**src/rtl/dma_cp_pkg.sv**
```systemverilog
// constants and carrier types for the dma count, page and group-command block
package dma_cp_pkg;
  localparam int unsigned    NUM_CH     = 8;
  localparam int unsigned    CNT_W      = 16;
  localparam int unsigned    PAGE_W     = 8;
  localparam int unsigned    XADDR_W    = 24;
  // count port per channel, index 7 first; channel 4 has none here
  localparam logic [7:0][7:0] CNT_ADDR  = {8'hCE, 8'hCA, 8'hC6, 8'h00, 8'h07, 8'h05, 8'h03, 8'h01};
  localparam logic [7:0][7:0] PAGE_ADDR = {8'h8A, 8'h89, 8'h8B, 8'h00, 8'h82, 8'h81, 8'h83, 8'h87};
  localparam logic [7:0]     CH_PRESENT = 8'hEF;
  localparam logic [7:0]     WORD_CHANS = 8'hE0;
  localparam logic [7:0]     CMD_LOW    = 8'h08;
  localparam logic [7:0]     CMD_HIGH   = 8'hD0;
  localparam int unsigned    CMD_ROT    = 4;
  localparam int unsigned    CMD_DIS    = 2;
  localparam int unsigned    CASCADE_CH = 4;
  localparam logic [15:0]    CNT_WRAP   = 16'hFFFF;
  localparam logic [15:0]    CNT_RST    = 16'h0000;
  localparam logic [7:0]     PAGE_RST   = 8'h00;
  localparam logic [7:0]     UNMAP_DATA = 8'h00;
  localparam logic [1:0]     CMD_RST    = 2'h0;

  typedef struct packed {
    logic       rd;
    logic       wr;
    logic [7:0] addr;
    logic [7:0] wdata;
  } io_req_t;
endpackage

```
**src/rtl/dma_count_page.sv**
```systemverilog
// count, page, group command and status logic of a two-group eight-channel dma controller
module dma_count_page (
  input  wire logic                    CLK_SYS,
  input  wire logic                    RESET_N,
  input  wire dma_cp_pkg::io_req_t     IO_REQ,
  input  wire logic                    IO_REQ_VALID,
  output logic                         IO_REQ_READY,
  output logic [7:0]                   RD_DATA,
  output logic                         RD_VALID,
  input  wire logic                    RD_READY,
  input  wire logic [7:0]              XFER_DONE,
  input  wire logic [7:0]              AUTO_INIT,
  input  wire logic [1:0]              BPTR_CLR,
  input  wire logic [7:0]              REQ_PENDING,
  input  wire logic [7:0][15:0]        CUR_ADDR,
  output logic [7:0][23:0]             XFER_ADDR,
  output logic [7:0]                   TC_PULSE,
  output logic [7:0]                   COUNT_IN_WORDS,
  output logic [1:0]                   GROUP_EN,
  output logic [1:0]                   ROTATE_PRIO
);
  import dma_cp_pkg::*;

  logic                 acc;
  logic                 wr_acc;
  logic                 rd_acc;
  wire  [7:0]           cnt_hit;
  wire  [7:0]           page_hit;
  wire  [7:0]           tc_now;
  wire  [7:0][15:0]     cur_all;
  wire  [7:0][15:0]     base_all;
  logic [1:0]           bptr_ff;
  logic [1:0]           nxt_bptr;
  logic [7:0][7:0]      page_ff;
  logic [7:0][7:0]      nxt_page;
  logic [7:0]           tc_sts_ff;
  logic [7:0]           nxt_tc_sts;
  logic [1:0]           dis_ff;
  logic [1:0]           nxt_dis;
  logic [1:0]           rot_ff;
  logic [1:0]           nxt_rot;
  logic [1:0]           grp_en_ff;
  logic [1:0]           nxt_grp_en;
  logic [7:0]           rd_val;
  logic                 v0_ff;
  logic                 v1_ff;
  logic [7:0]           d0_ff;
  logic [7:0]           d1_ff;
  logic                 nxt_v0;
  logic                 nxt_v1;
  logic [7:0]           nxt_d0;
  logic [7:0]           nxt_d1;
  logic                 rdy_ff;
  logic                 nxt_rdy;
  logic                 pop;
  logic [7:0][23:0]     xaddr_ff;
  logic [7:0][23:0]     nxt_xaddr;
  logic [7:0]           tcp_ff;
  logic [7:0]           words_ff;

  // every access waits for room in the read buffer, so reads are never dropped
  always_comb begin
    acc    = IO_REQ_VALID & rdy_ff;
    wr_acc = acc & IO_REQ.wr;
    rd_acc = acc & IO_REQ.rd;
  end

  genvar gi;
  generate
    for (gi = 0; gi < NUM_CH; gi++) begin : g_ch
      logic [15:0] base_ff;
      logic [15:0] cur_ff;
      logic [15:0] nxt_base;
      logic [15:0] nxt_cur;
      logic        tc_c;
      logic        hi_byte;
      logic        cnt_wr;

      assign cnt_hit[gi]  = CH_PRESENT[gi] & (IO_REQ.addr == CNT_ADDR[gi]);
      assign page_hit[gi] = CH_PRESENT[gi] & (IO_REQ.addr == PAGE_ADDR[gi]);
      assign cur_all[gi]  = cur_ff;
      assign base_all[gi] = base_ff;
      assign tc_now[gi]   = tc_c;

      always_comb begin
        nxt_base = base_ff;
        nxt_cur  = cur_ff;
        tc_c     = 1'b0;
        hi_byte  = bptr_ff[gi / 4];
        cnt_wr   = wr_acc & cnt_hit[gi];
        if (cnt_wr) begin
          // write beats a transfer in the same cycle
          if (hi_byte) begin
            nxt_base[15:8] = IO_REQ.wdata;
            nxt_cur[15:8]  = IO_REQ.wdata;
          end else begin
            nxt_base[7:0] = IO_REQ.wdata;
            nxt_cur[7:0]  = IO_REQ.wdata;
          end
        end else if (XFER_DONE[gi] & CH_PRESENT[gi]) begin
          nxt_cur = cur_ff - 16'h0001;
          if (cur_ff == CNT_RST) begin
            // terminal only on the step from zero (wrap, or reload under auto-init), so count+1 transfers happen
            tc_c = 1'b1;
            if (AUTO_INIT[gi]) begin
              nxt_cur = base_ff;
            end
          end
        end
      end

      always_ff @(posedge CLK_SYS) begin
        if (!RESET_N) begin
          base_ff <= CNT_RST;
          cur_ff  <= CNT_RST;
        end else begin
          base_ff <= nxt_base;
          cur_ff  <= nxt_cur;
        end
      end

      always_comb begin
        // page held as written; only the current address moves
        if (WORD_CHANS[gi]) begin
          nxt_xaddr[gi] = {page_ff[gi][7:1], CUR_ADDR[gi], 1'b0};
        end else begin
          nxt_xaddr[gi] = {page_ff[gi], CUR_ADDR[gi]};
        end
      end
    end
  endgenerate

  // byte pointers, one per group; an external clear beats a toggle
  always_comb begin
    nxt_bptr = bptr_ff;
    for (int g = 0; g < 2; g++) begin
      if (BPTR_CLR[g]) begin
        nxt_bptr[g] = 1'b0;
      end else if (acc & (IO_REQ.wr | IO_REQ.rd) & (|cnt_hit[g*4 +: 4])) begin
        nxt_bptr[g] = ~bptr_ff[g];
      end
    end
  end

  always_comb begin
    nxt_page = page_ff;
    for (int c = 0; c < NUM_CH; c++) begin
      if (wr_acc & page_hit[c]) begin
        nxt_page[c] = IO_REQ.wdata;
      end
    end
  end

  // command writes; unused command bits are simply not stored
  always_comb begin
    nxt_dis = dis_ff;
    nxt_rot = rot_ff;
    if (wr_acc & (IO_REQ.addr == CMD_LOW)) begin
      nxt_dis[0] = IO_REQ.wdata[CMD_DIS];
      nxt_rot[0] = IO_REQ.wdata[CMD_ROT];
    end
    if (wr_acc & (IO_REQ.addr == CMD_HIGH)) begin
      nxt_dis[1] = IO_REQ.wdata[CMD_DIS];
      nxt_rot[1] = IO_REQ.wdata[CMD_ROT];
    end
    // lower group reaches the bus only through the cascade channel
    nxt_grp_en[0] = ~nxt_dis[0] & ~nxt_dis[1];
    nxt_grp_en[1] = ~nxt_dis[1];
  end

  // terminal status: sticky, cleared by a status read, a new terminal wins
  always_comb begin
    nxt_tc_sts = tc_sts_ff;
    if (rd_acc & (IO_REQ.addr == CMD_LOW)) begin
      nxt_tc_sts[3:0] = 4'h0;
    end
    if (rd_acc & (IO_REQ.addr == CMD_HIGH)) begin
      nxt_tc_sts[7:4] = 4'h0;
    end
    nxt_tc_sts = nxt_tc_sts | tc_now;
  end

  // read data mux
  always_comb begin
    rd_val = UNMAP_DATA;
    for (int c = 0; c < NUM_CH; c++) begin
      if (cnt_hit[c]) begin
        rd_val = bptr_ff[c / 4] ? cur_all[c][15:8] : cur_all[c][7:0];
      end
      if (page_hit[c]) begin
        rd_val = page_ff[c];
      end
    end
    if (IO_REQ.addr == CMD_LOW) begin
      rd_val = {REQ_PENDING[3:0], tc_sts_ff[3:0]};
    end
    if (IO_REQ.addr == CMD_HIGH) begin
      rd_val = {REQ_PENDING[7:5], |REQ_PENDING[3:0], tc_sts_ff[7:4]};
    end
  end

  // two-entry read buffer; a stalled reader holds the port off via ready
  always_comb begin
    pop    = v0_ff & RD_READY;
    nxt_v0 = v0_ff;
    nxt_v1 = v1_ff;
    nxt_d0 = d0_ff;
    nxt_d1 = d1_ff;
    if (pop) begin
      nxt_v0 = v1_ff;
      nxt_d0 = d1_ff;
      nxt_v1 = 1'b0;
    end
    if (rd_acc) begin
      if (!nxt_v0) begin
        nxt_v0 = 1'b1;
        nxt_d0 = rd_val;
      end else begin
        nxt_v1 = 1'b1;
        nxt_d1 = rd_val;
      end
    end
    nxt_rdy = ~nxt_v1;
  end

  always_ff @(posedge CLK_SYS) begin
    if (!RESET_N) begin
      bptr_ff   <= 2'h0;
      page_ff   <= {NUM_CH{PAGE_RST}};
      dis_ff    <= CMD_RST;
      rot_ff    <= CMD_RST;
      grp_en_ff <= 2'h3;
      tc_sts_ff <= 8'h00;
      v0_ff     <= 1'b0;
      v1_ff     <= 1'b0;
      d0_ff     <= 8'h00;
      d1_ff     <= 8'h00;
      rdy_ff    <= 1'b1;
      xaddr_ff  <= '0;
      tcp_ff    <= 8'h00;
      words_ff  <= WORD_CHANS;
    end else begin
      bptr_ff   <= nxt_bptr;
      page_ff   <= nxt_page;
      dis_ff    <= nxt_dis;
      rot_ff    <= nxt_rot;
      grp_en_ff <= nxt_grp_en;
      tc_sts_ff <= nxt_tc_sts;
      v0_ff     <= nxt_v0;
      v1_ff     <= nxt_v1;
      d0_ff     <= nxt_d0;
      d1_ff     <= nxt_d1;
      rdy_ff    <= nxt_rdy;
      xaddr_ff  <= nxt_xaddr;
      tcp_ff    <= tc_now;
      words_ff  <= WORD_CHANS;
    end
  end

  assign IO_REQ_READY   = rdy_ff;
  assign RD_DATA        = d0_ff;
  assign RD_VALID       = v0_ff;
  assign XFER_ADDR      = xaddr_ff;
  assign TC_PULSE       = tcp_ff;
  assign COUNT_IN_WORDS = words_ff;
  assign GROUP_EN       = grp_en_ff;
  assign ROTATE_PRIO    = rot_ff;
endmodule

```
**config.mk**
```make
export PLATFORM = sky130hd
export DESIGN_NAME = dma_count_page
export DESIGN_NICKNAME = d
export VERILOG_FILES = /design/src/rtl/dma_cp_pkg.sv /design/src/rtl/dma_count_page.sv
export SDC_FILE = /design/constraint.sdc
export NUM_CORES = 1
export LEC_CHECK = 0
export BUFFER_PORTS_ARGS = -buffer_cell sky130_fd_sc_hd__buf_2
export CORE_MARGIN = 1
export CORE_UTILIZATION = 47
export CTS_CLUSTER_DIAMETER = 150
export DETAILED_ROUTE_END_ITERATION = 7
export PLACE_DENSITY = 0.77
export SLEW_MARGIN = 20
export SYNTH_ARGS = -nofsm -noshare
export SYNTH_HDL_FRONTEND = slang
export SYNTH_SLANG_ARGS = --single-unit
export TNS_END_PERCENT = 5
```
**constraint.sdc**
```tcl
create_clock -name CLK_SYS -period 3.05 [get_ports CLK_SYS]
set_input_delay 0.1525 -clock CLK_SYS [delete_from_list [all_inputs] [get_ports CLK_SYS]]
set_output_delay 0.1525 -clock CLK_SYS [all_outputs]
set_load 0.1 [all_outputs]
```
Word-level counts from Yosys, hierarchy flattened
Index checks and enable logic that the tools add are counted.

Bitwise logic cells: 34. Muxes and demuxes: 88. Reductions and logical operators: 48. Add/subtract/negate cells: 7. Eq/ne operators: 30.

Operator list (number): $mux W16 (28); $mux W8 (30); $logic_not A16 Y1 (7); $sub A16 B1 Y16 const B (7); $eq A8 B8 Y1 const B (11); $reduce_and A2 Y1 (29); $mux W1 (28); $ne A2 B2 Y1 const B (14); $and A1 B1 Y1 (26); $eq A8 B3 Y1 const B (2); $reduce_bool A2 Y1 (7); $eq A8 B1 Y1 const B (1); $eq A8 B2 Y1 const B (1); $eq A8 B4 Y1 const B (1); $mux W4 (2); $or A8 B8 Y8 (1); $reduce_or A4 Y1 (2); $not A1 Y1 (6); $reduce_or A2 Y1 (2); $reduce_or A3 Y1 (1); $or A1 B1 Y1 (1).

Output and inout bits: 222. Bits in registers: 507. Input port bits: 176.

Logic depth before layout (Yosys ltp)
Depth after elaboration: 19. Depth in mapped cells: 10.

Worst setup path after synthesis
Ideal clock, no wire load.

Kind: register to register. Start: register rdy_ff (netlist: IO_REQ_READY). End: register g_ch[2].cur_ff[5]. Stages on the path, launching flop included: 8. Setup slack: 0.222 ns. Setup time: 0.122 ns. Path buffers: 2. Arrival time: 2.705 ns. Cells stage by stage: dfxtp_1 > nand3_1 > nor2_1 > clkbuf_1 > nand3_1 > clkbuf_1 > o21ai_0 > a21oi_1.

Longest elaborated chain between the ends: 5.

RTL lines: from (decl) (RTL line dma_count_page.sv:53) `logic rdy_ff;`; from (signal assigned) (RTL line dma_count_page.sv:253) `rdy_ff <= nxt_rdy;`; $and A1 B1 Y1 * (RTL line dma_count_page.sv:63) `acc = IO_REQ_VALID & rdy_ff;`; $and A1 B1 Y1 * (RTL line dma_count_page.sv:64) `wr_acc = acc & IO_REQ.wr;`; $and A1 B1 Y1 * (RTL line dma_count_page.sv:90) `cnt_wr = wr_acc & cnt_hit[gi];`; $ne A2 B2 Y1 (no line) / $reduce_bool A2 Y1 (equally long branches); $reduce_and A2 Y1 (no line); to (signal assigned) (RTL line dma_count_page.sv:118) `cur_ff <= nxt_cur;`; to (decl) (RTL line dma_count_page.sv:72) `logic [15:0] cur_ff;`.

Every way passes the cells marked *; elsewhere a longest branch is shown, timed or not. A chain may end at the register's enable or synchronous reset.

Final worst setup path
Start: register bptr_ff[0]. End: register d0_ff[7] (netlist: RD_DATA[7]).

Longest elaborated chain between the ends: 19.

RTL lines: from (decl) (RTL line dma_count_page.sv:32) `logic [1:0] bptr_ff;`; from (signal assigned) (RTL line dma_count_page.sv:243) `bptr_ff <= nxt_bptr;`; $mux W8 (RTL line dma_count_page.sv:188) `rd_val = bptr_ff[c / 4] ? cur_all[c][15:8] : cur_all[c][7:0];`; $mux W8 (RTL line dma_count_page.sv:187) `if (cnt_hit[c]) begin`; $mux W8 (RTL line dma_count_page.sv:190) `if (page_hit[c]) begin`; $mux W8 (RTL line dma_count_page.sv:187); $mux W8 (RTL line dma_count_page.sv:190); $mux W8 (RTL line dma_count_page.sv:187); $mux W8 (RTL line dma_count_page.sv:190); $mux W8 * (RTL line dma_count_page.sv:187); (+3 left out); $mux W8 * (RTL line dma_count_page.sv:187); $mux W8 * (RTL line dma_count_page.sv:190); $mux W8 * (RTL line dma_count_page.sv:187); $mux W8 * (RTL line dma_count_page.sv:190); $mux W8 * (RTL line dma_count_page.sv:194) `if (IO_REQ.addr == CMD_LOW) begin`; $mux W8 * (RTL line dma_count_page.sv:197) `if (IO_REQ.addr == CMD_HIGH) begin`; $mux W8 * (RTL line dma_count_page.sv:215) `if (!nxt_v0) begin`; $mux W8 * (RTL line dma_count_page.sv:214) `if (rd_acc) begin`; to (signal assigned) (RTL line dma_count_page.sv:251) `d0_ff <= nxt_d0;`; to (decl) (RTL line dma_count_page.sv:47) `logic [7:0] d0_ff;`.

Marks and branches as above.

==> flow_metrics.py <==
metrics = {
    "global_routing": {
        "grt_max_degree": 149,
        "track_usage_pct": 31.3,
        "grt_first_pass_wirelength_mm": 118,
        "grt-ovfl-total": 0,
        "grt_pass1_vias": 21042,
        "antenna_found_initial": 8,
    },
    "drt": {
        "firstDrtPassIters": 8,
        "avgViaCountPerCell": 5.86,
        "wl_mm": 77.7,
        "drt-initial-drc-count": 2783,
        "num_vias": 22114,
        "drtAntennaViolNets": 0,
        "wl_per_cell_um": 20.6,
        "route.detailed.drc": 0,
    },
    "timing": {
        "max_freq_mhz": 352,
        "fin_crit_sh_pct": 93.1,
        "hold_viol_final": 0,
        "timing.hold.ws_ps": 38.7,
        "finalSetupViolCount": 0,
        "timing.final.ws_setup_ps": 210,
        "finalCriticalPeriod_ps": 2840,
        "slew_violations": 0,
        "relSlewSlack_pct": 27.4,
        "rsz0062_at_grt": "false",
        "fin_setup_tns_ps": 0,
        "skew_ps": 14.9,
        "worstMarginPinSlew_ps": 1090,
    },
    "synth": {
        "syn_area_um2": 22000,
        "synthSimpleGateAreaFrac_pct": 22.8,
        "avgSynthCellArea_um2": 8.29,
        "yosys.area.top_type": "dfxtp_1",
        "yosysUniqueCellTypes": 84,
        "synth_warnings": 0,
        "synth.area.mux_share_pct": 3.90,
        "synth_top_area_share_pct": 45.6,
        "syn_inst": 2660,
        "synth-seq-cells": 502,
        "ys_seq_area_share_pct": 45.6,
        "async_flop_share_pct": 0,
        "ys.flop_type": "dfxtp_1",
        "synth_xor_area_share_pct": 3.18,
        "synth_compound_area_share_pct": 19.6,
        "synthTopCellsByArea": "dfxtp_1, nand2_1, a21oi_1",
        "synth_top_family_by_area": "simple AND/OR/NAND/NOR gates",
        "synth_fa_ha_area_share_pct": 0.397,
        "synth_edf_count": 0,
    },
    "final_layout": {
        "final_layout_size_suffix_gt1_share_pct": 18.8,
        "instances_no_fill": 3776,
        "final_nets": 3319,
        "final_util_pct": 60.7,
        "area_growth_pct": 26.3,
    },
    "clock_tree": {
        "insertion_delay_ps": 600,
        "hold_buffers": 150,
        "cts_setup_buffers": 0,
        "cts_tree": "yes",
        "clkSlewWorstSetupHoldPaths_ps": 60,
        "cts-resized-gates": 0,
        "cts_max_level": 2,
        "cts_buffers": 52,
        "root_buffer": "clkbuf_16",
        "cts_sinks": 502,
        "cts.path.max_buffers": 3,
    },
    "pwr": {
        "power.switching_mw": 4.90,
        "clkPwrFrac_pct": 40.6,
        "ir_worst_vdd_v": 0.000485,
        "comb_power_share_pct": 16.8,
        "p_sw_share_pct": 29.6,
        "p_seq_share_pct": 42.7,
        "power_density_nw_per_um2": 596,
        "p_leak_nw": 11.3,
        "p_int_mw": 11.7,
    },
    "place": {
        "preCtsSetupSlack_ps": 317,
        "dp_hpwl_mm": 50.4,
        "portBuffers": 374,
        "place.gp.congestion": 0.967,
        "place_inst": 3532,
    },
    "die": {
        "die_area_um2": 47800,
        "die_x_um": 219,
        "die_h_um": 219,
        "pin_count": 398,
        "core_um2": 45900,
        "initial_core_util_pct": 48.1,
        "rows": 78,
    },
    "worst_setup_path": {
        "worst_setup_path_end_kind": "flop",
        "setup.worst_path.start_class": "flop",
        "cp.required_ps": 3490,
        "crit_type": "flop to flop",
        "critical_path.max_fanout": 22,
        "cp.arrival_ps": 3280,
    },
    "run_status": {
        "status": "finished, final reports clean",
    },
    "worst_hold_path": {
        "holdCritPathClass": "primary input to flop",
    },
    "flow_run": {
        "cap_viol_max_count": 0,
    },
}
[logic make-up (layout without fill, tap and decap cells)]
kind of cell | Yosys count | in the layout
buf+inv | 236 | 732
other cells | 2 | 22
flops | 502 | 502
compound gates | 738 | 738
mux | 84 | 84
xor+xnor | 80 | 80
fa+ha+maj | 7 | 7
simple gates | 1011 | 1011
[per-stage QoR]
step	area, um2	power (mW)
CTS	27800	16.5
global route	27800	17.1
floorplan	22100	9.11
detailed placement	24500	9.75
finish	27800	16.6
global placement	24500	9.69
[cells in the mapped netlist (7+ instances only)]
library cell / n
o22ai_1: 16
buf_2: 13
and2_1: 189
mux2_2: 15
nand4_1: 19
nor2b_1: 8
mux2i_1: 69
o31ai_1: 17
xnor2_1: 44
o221ai_1: 18
nand3_1: 88
buf_1: 12
clkbuf_1: 156
nand2_1: 411
or3_1: 16
nand2b_1: 17
or4_1: 7
nor2_1: 125
and3_1: 11
a31oi_1: 11
a21oi_1: 289
nor3_1: 42
xor2_1: 36
a21o_1: 9
nand3b_1: 8
nor4_1: 24
buf_4: 24
ha_1: 7
o21ai_0: 227
inv_1: 28
o211ai_1: 85
dfxtp_1: 502
[cell type report]
type                       count  area (um2)
sequential                   502       10100
timing repair buffer         610        4050
antenna                        2        5.00
clock inverter                28         372
multi-input combinational   1940       11100
inverter                      30         115
tap                          600         751
fill                        3839       18000
clock buffer                  64        1430
[sequential cells by signal, summed over array words and instances, names as in the netlist]
signal	cells
page_ff	3
nxt_xaddr	53
g_ch.base_ff	112
bptr_ff	2
TC_PULSE	7
d1_ff	8
XFER_ADDR	181
RD_DATA	8
tc_sts_ff	7
RD_VALID	1
IO_REQ_READY	1
g_ch.cur_ff	112
ROTATE_PRIO	2
v1_ff	1
dis_ff	2
GROUP_EN	2
[final timing paths]
kind              depth (start not counted)                  to                from  slack (ps)
setup / recovery                          7          RD_DATA[7]          bptr_ff[0]         210
hold / removal                            5          RD_DATA[5]      REQ_PENDING[1]          40
hold reg to reg                           2  g_ch[3].base_ff[6]  g_ch[3].base_ff[6]         450
setup reg to reg                          7          RD_DATA[7]          bptr_ff[0]         210
[metal layers]
| layer | GRT usage [%] | wire (um) | vias to the layer above |
|---|---|---|---|
| li1 | - | - | 10211 |
| met1 | 40.9 | 31400 | 10371 |
| met2 | 49.6 | 35100 | 1261 |
| met3 | 6.25 | 7480 | 261 |
| met4 | 14.5 | 3670 | 10 |
| met5 | 0 | 67 | - |
[power groups by stage]
stage          Combinational (mW)  Clock (mW)  Sequential (mW)
5_1_grt                      2.95        7.06             7.10
2_1_floorplan                1.30           0             7.81
3_5_place_dp                 2.55           0             7.20
4_1_cts                      2.72        6.77             7.06
6_report                     2.78        6.73             7.07
3_3_place_gp                 2.51           0             7.19
[worst max-delay path, stage by stage (launching register included)]
cell and delay (ps):
dfxtp_2 690, buf_4 390, mux2i_1 360, nand4_1 150, o21ai_0 160, a2111oi_2 110
a211oi_1 610, o32ai_1 200
[layout by cell type (no fill, tap or decap), drive strengths merged, types with 6 or more instances in the layout]
master | synthesis | final
dfxtp | 502 | 502
buf | 50 | 460
nand2 | 413 | 413
a21oi | 289 | 289
o21ai | 233 | 233
and2 | 190 | 190
dlygate4sd3 | 0 | 150
nor2 | 128 | 128
nand3 | 88 | 88
o211ai | 85 | 85
mux2i | 69 | 69
clkbuf | 156 | 64
nor3 | 50 | 50
xnor2 | 44 | 44
xor2 | 36 | 36
inv | 28 | 30
nor4 | 30 | 30
conb | 2 | 20
nand4 | 19 | 19
o221ai | 18 | 18
nand2b | 17 | 17
o31ai | 17 | 17
or3 | 16 | 16
o22ai | 16 | 16
mux2 | 15 | 15
clkinv | 2 | 15
and3 | 11 | 11
a31oi | 11 | 11
a21o | 9 | 9
nor2b | 8 | 8
nand3b | 8 | 8
bufinv | 0 | 8
or4 | 8 | 8
ha | 7 | 7
or2 | 6 | 6
No activity file was read; power rests on OpenSTA's default activity.
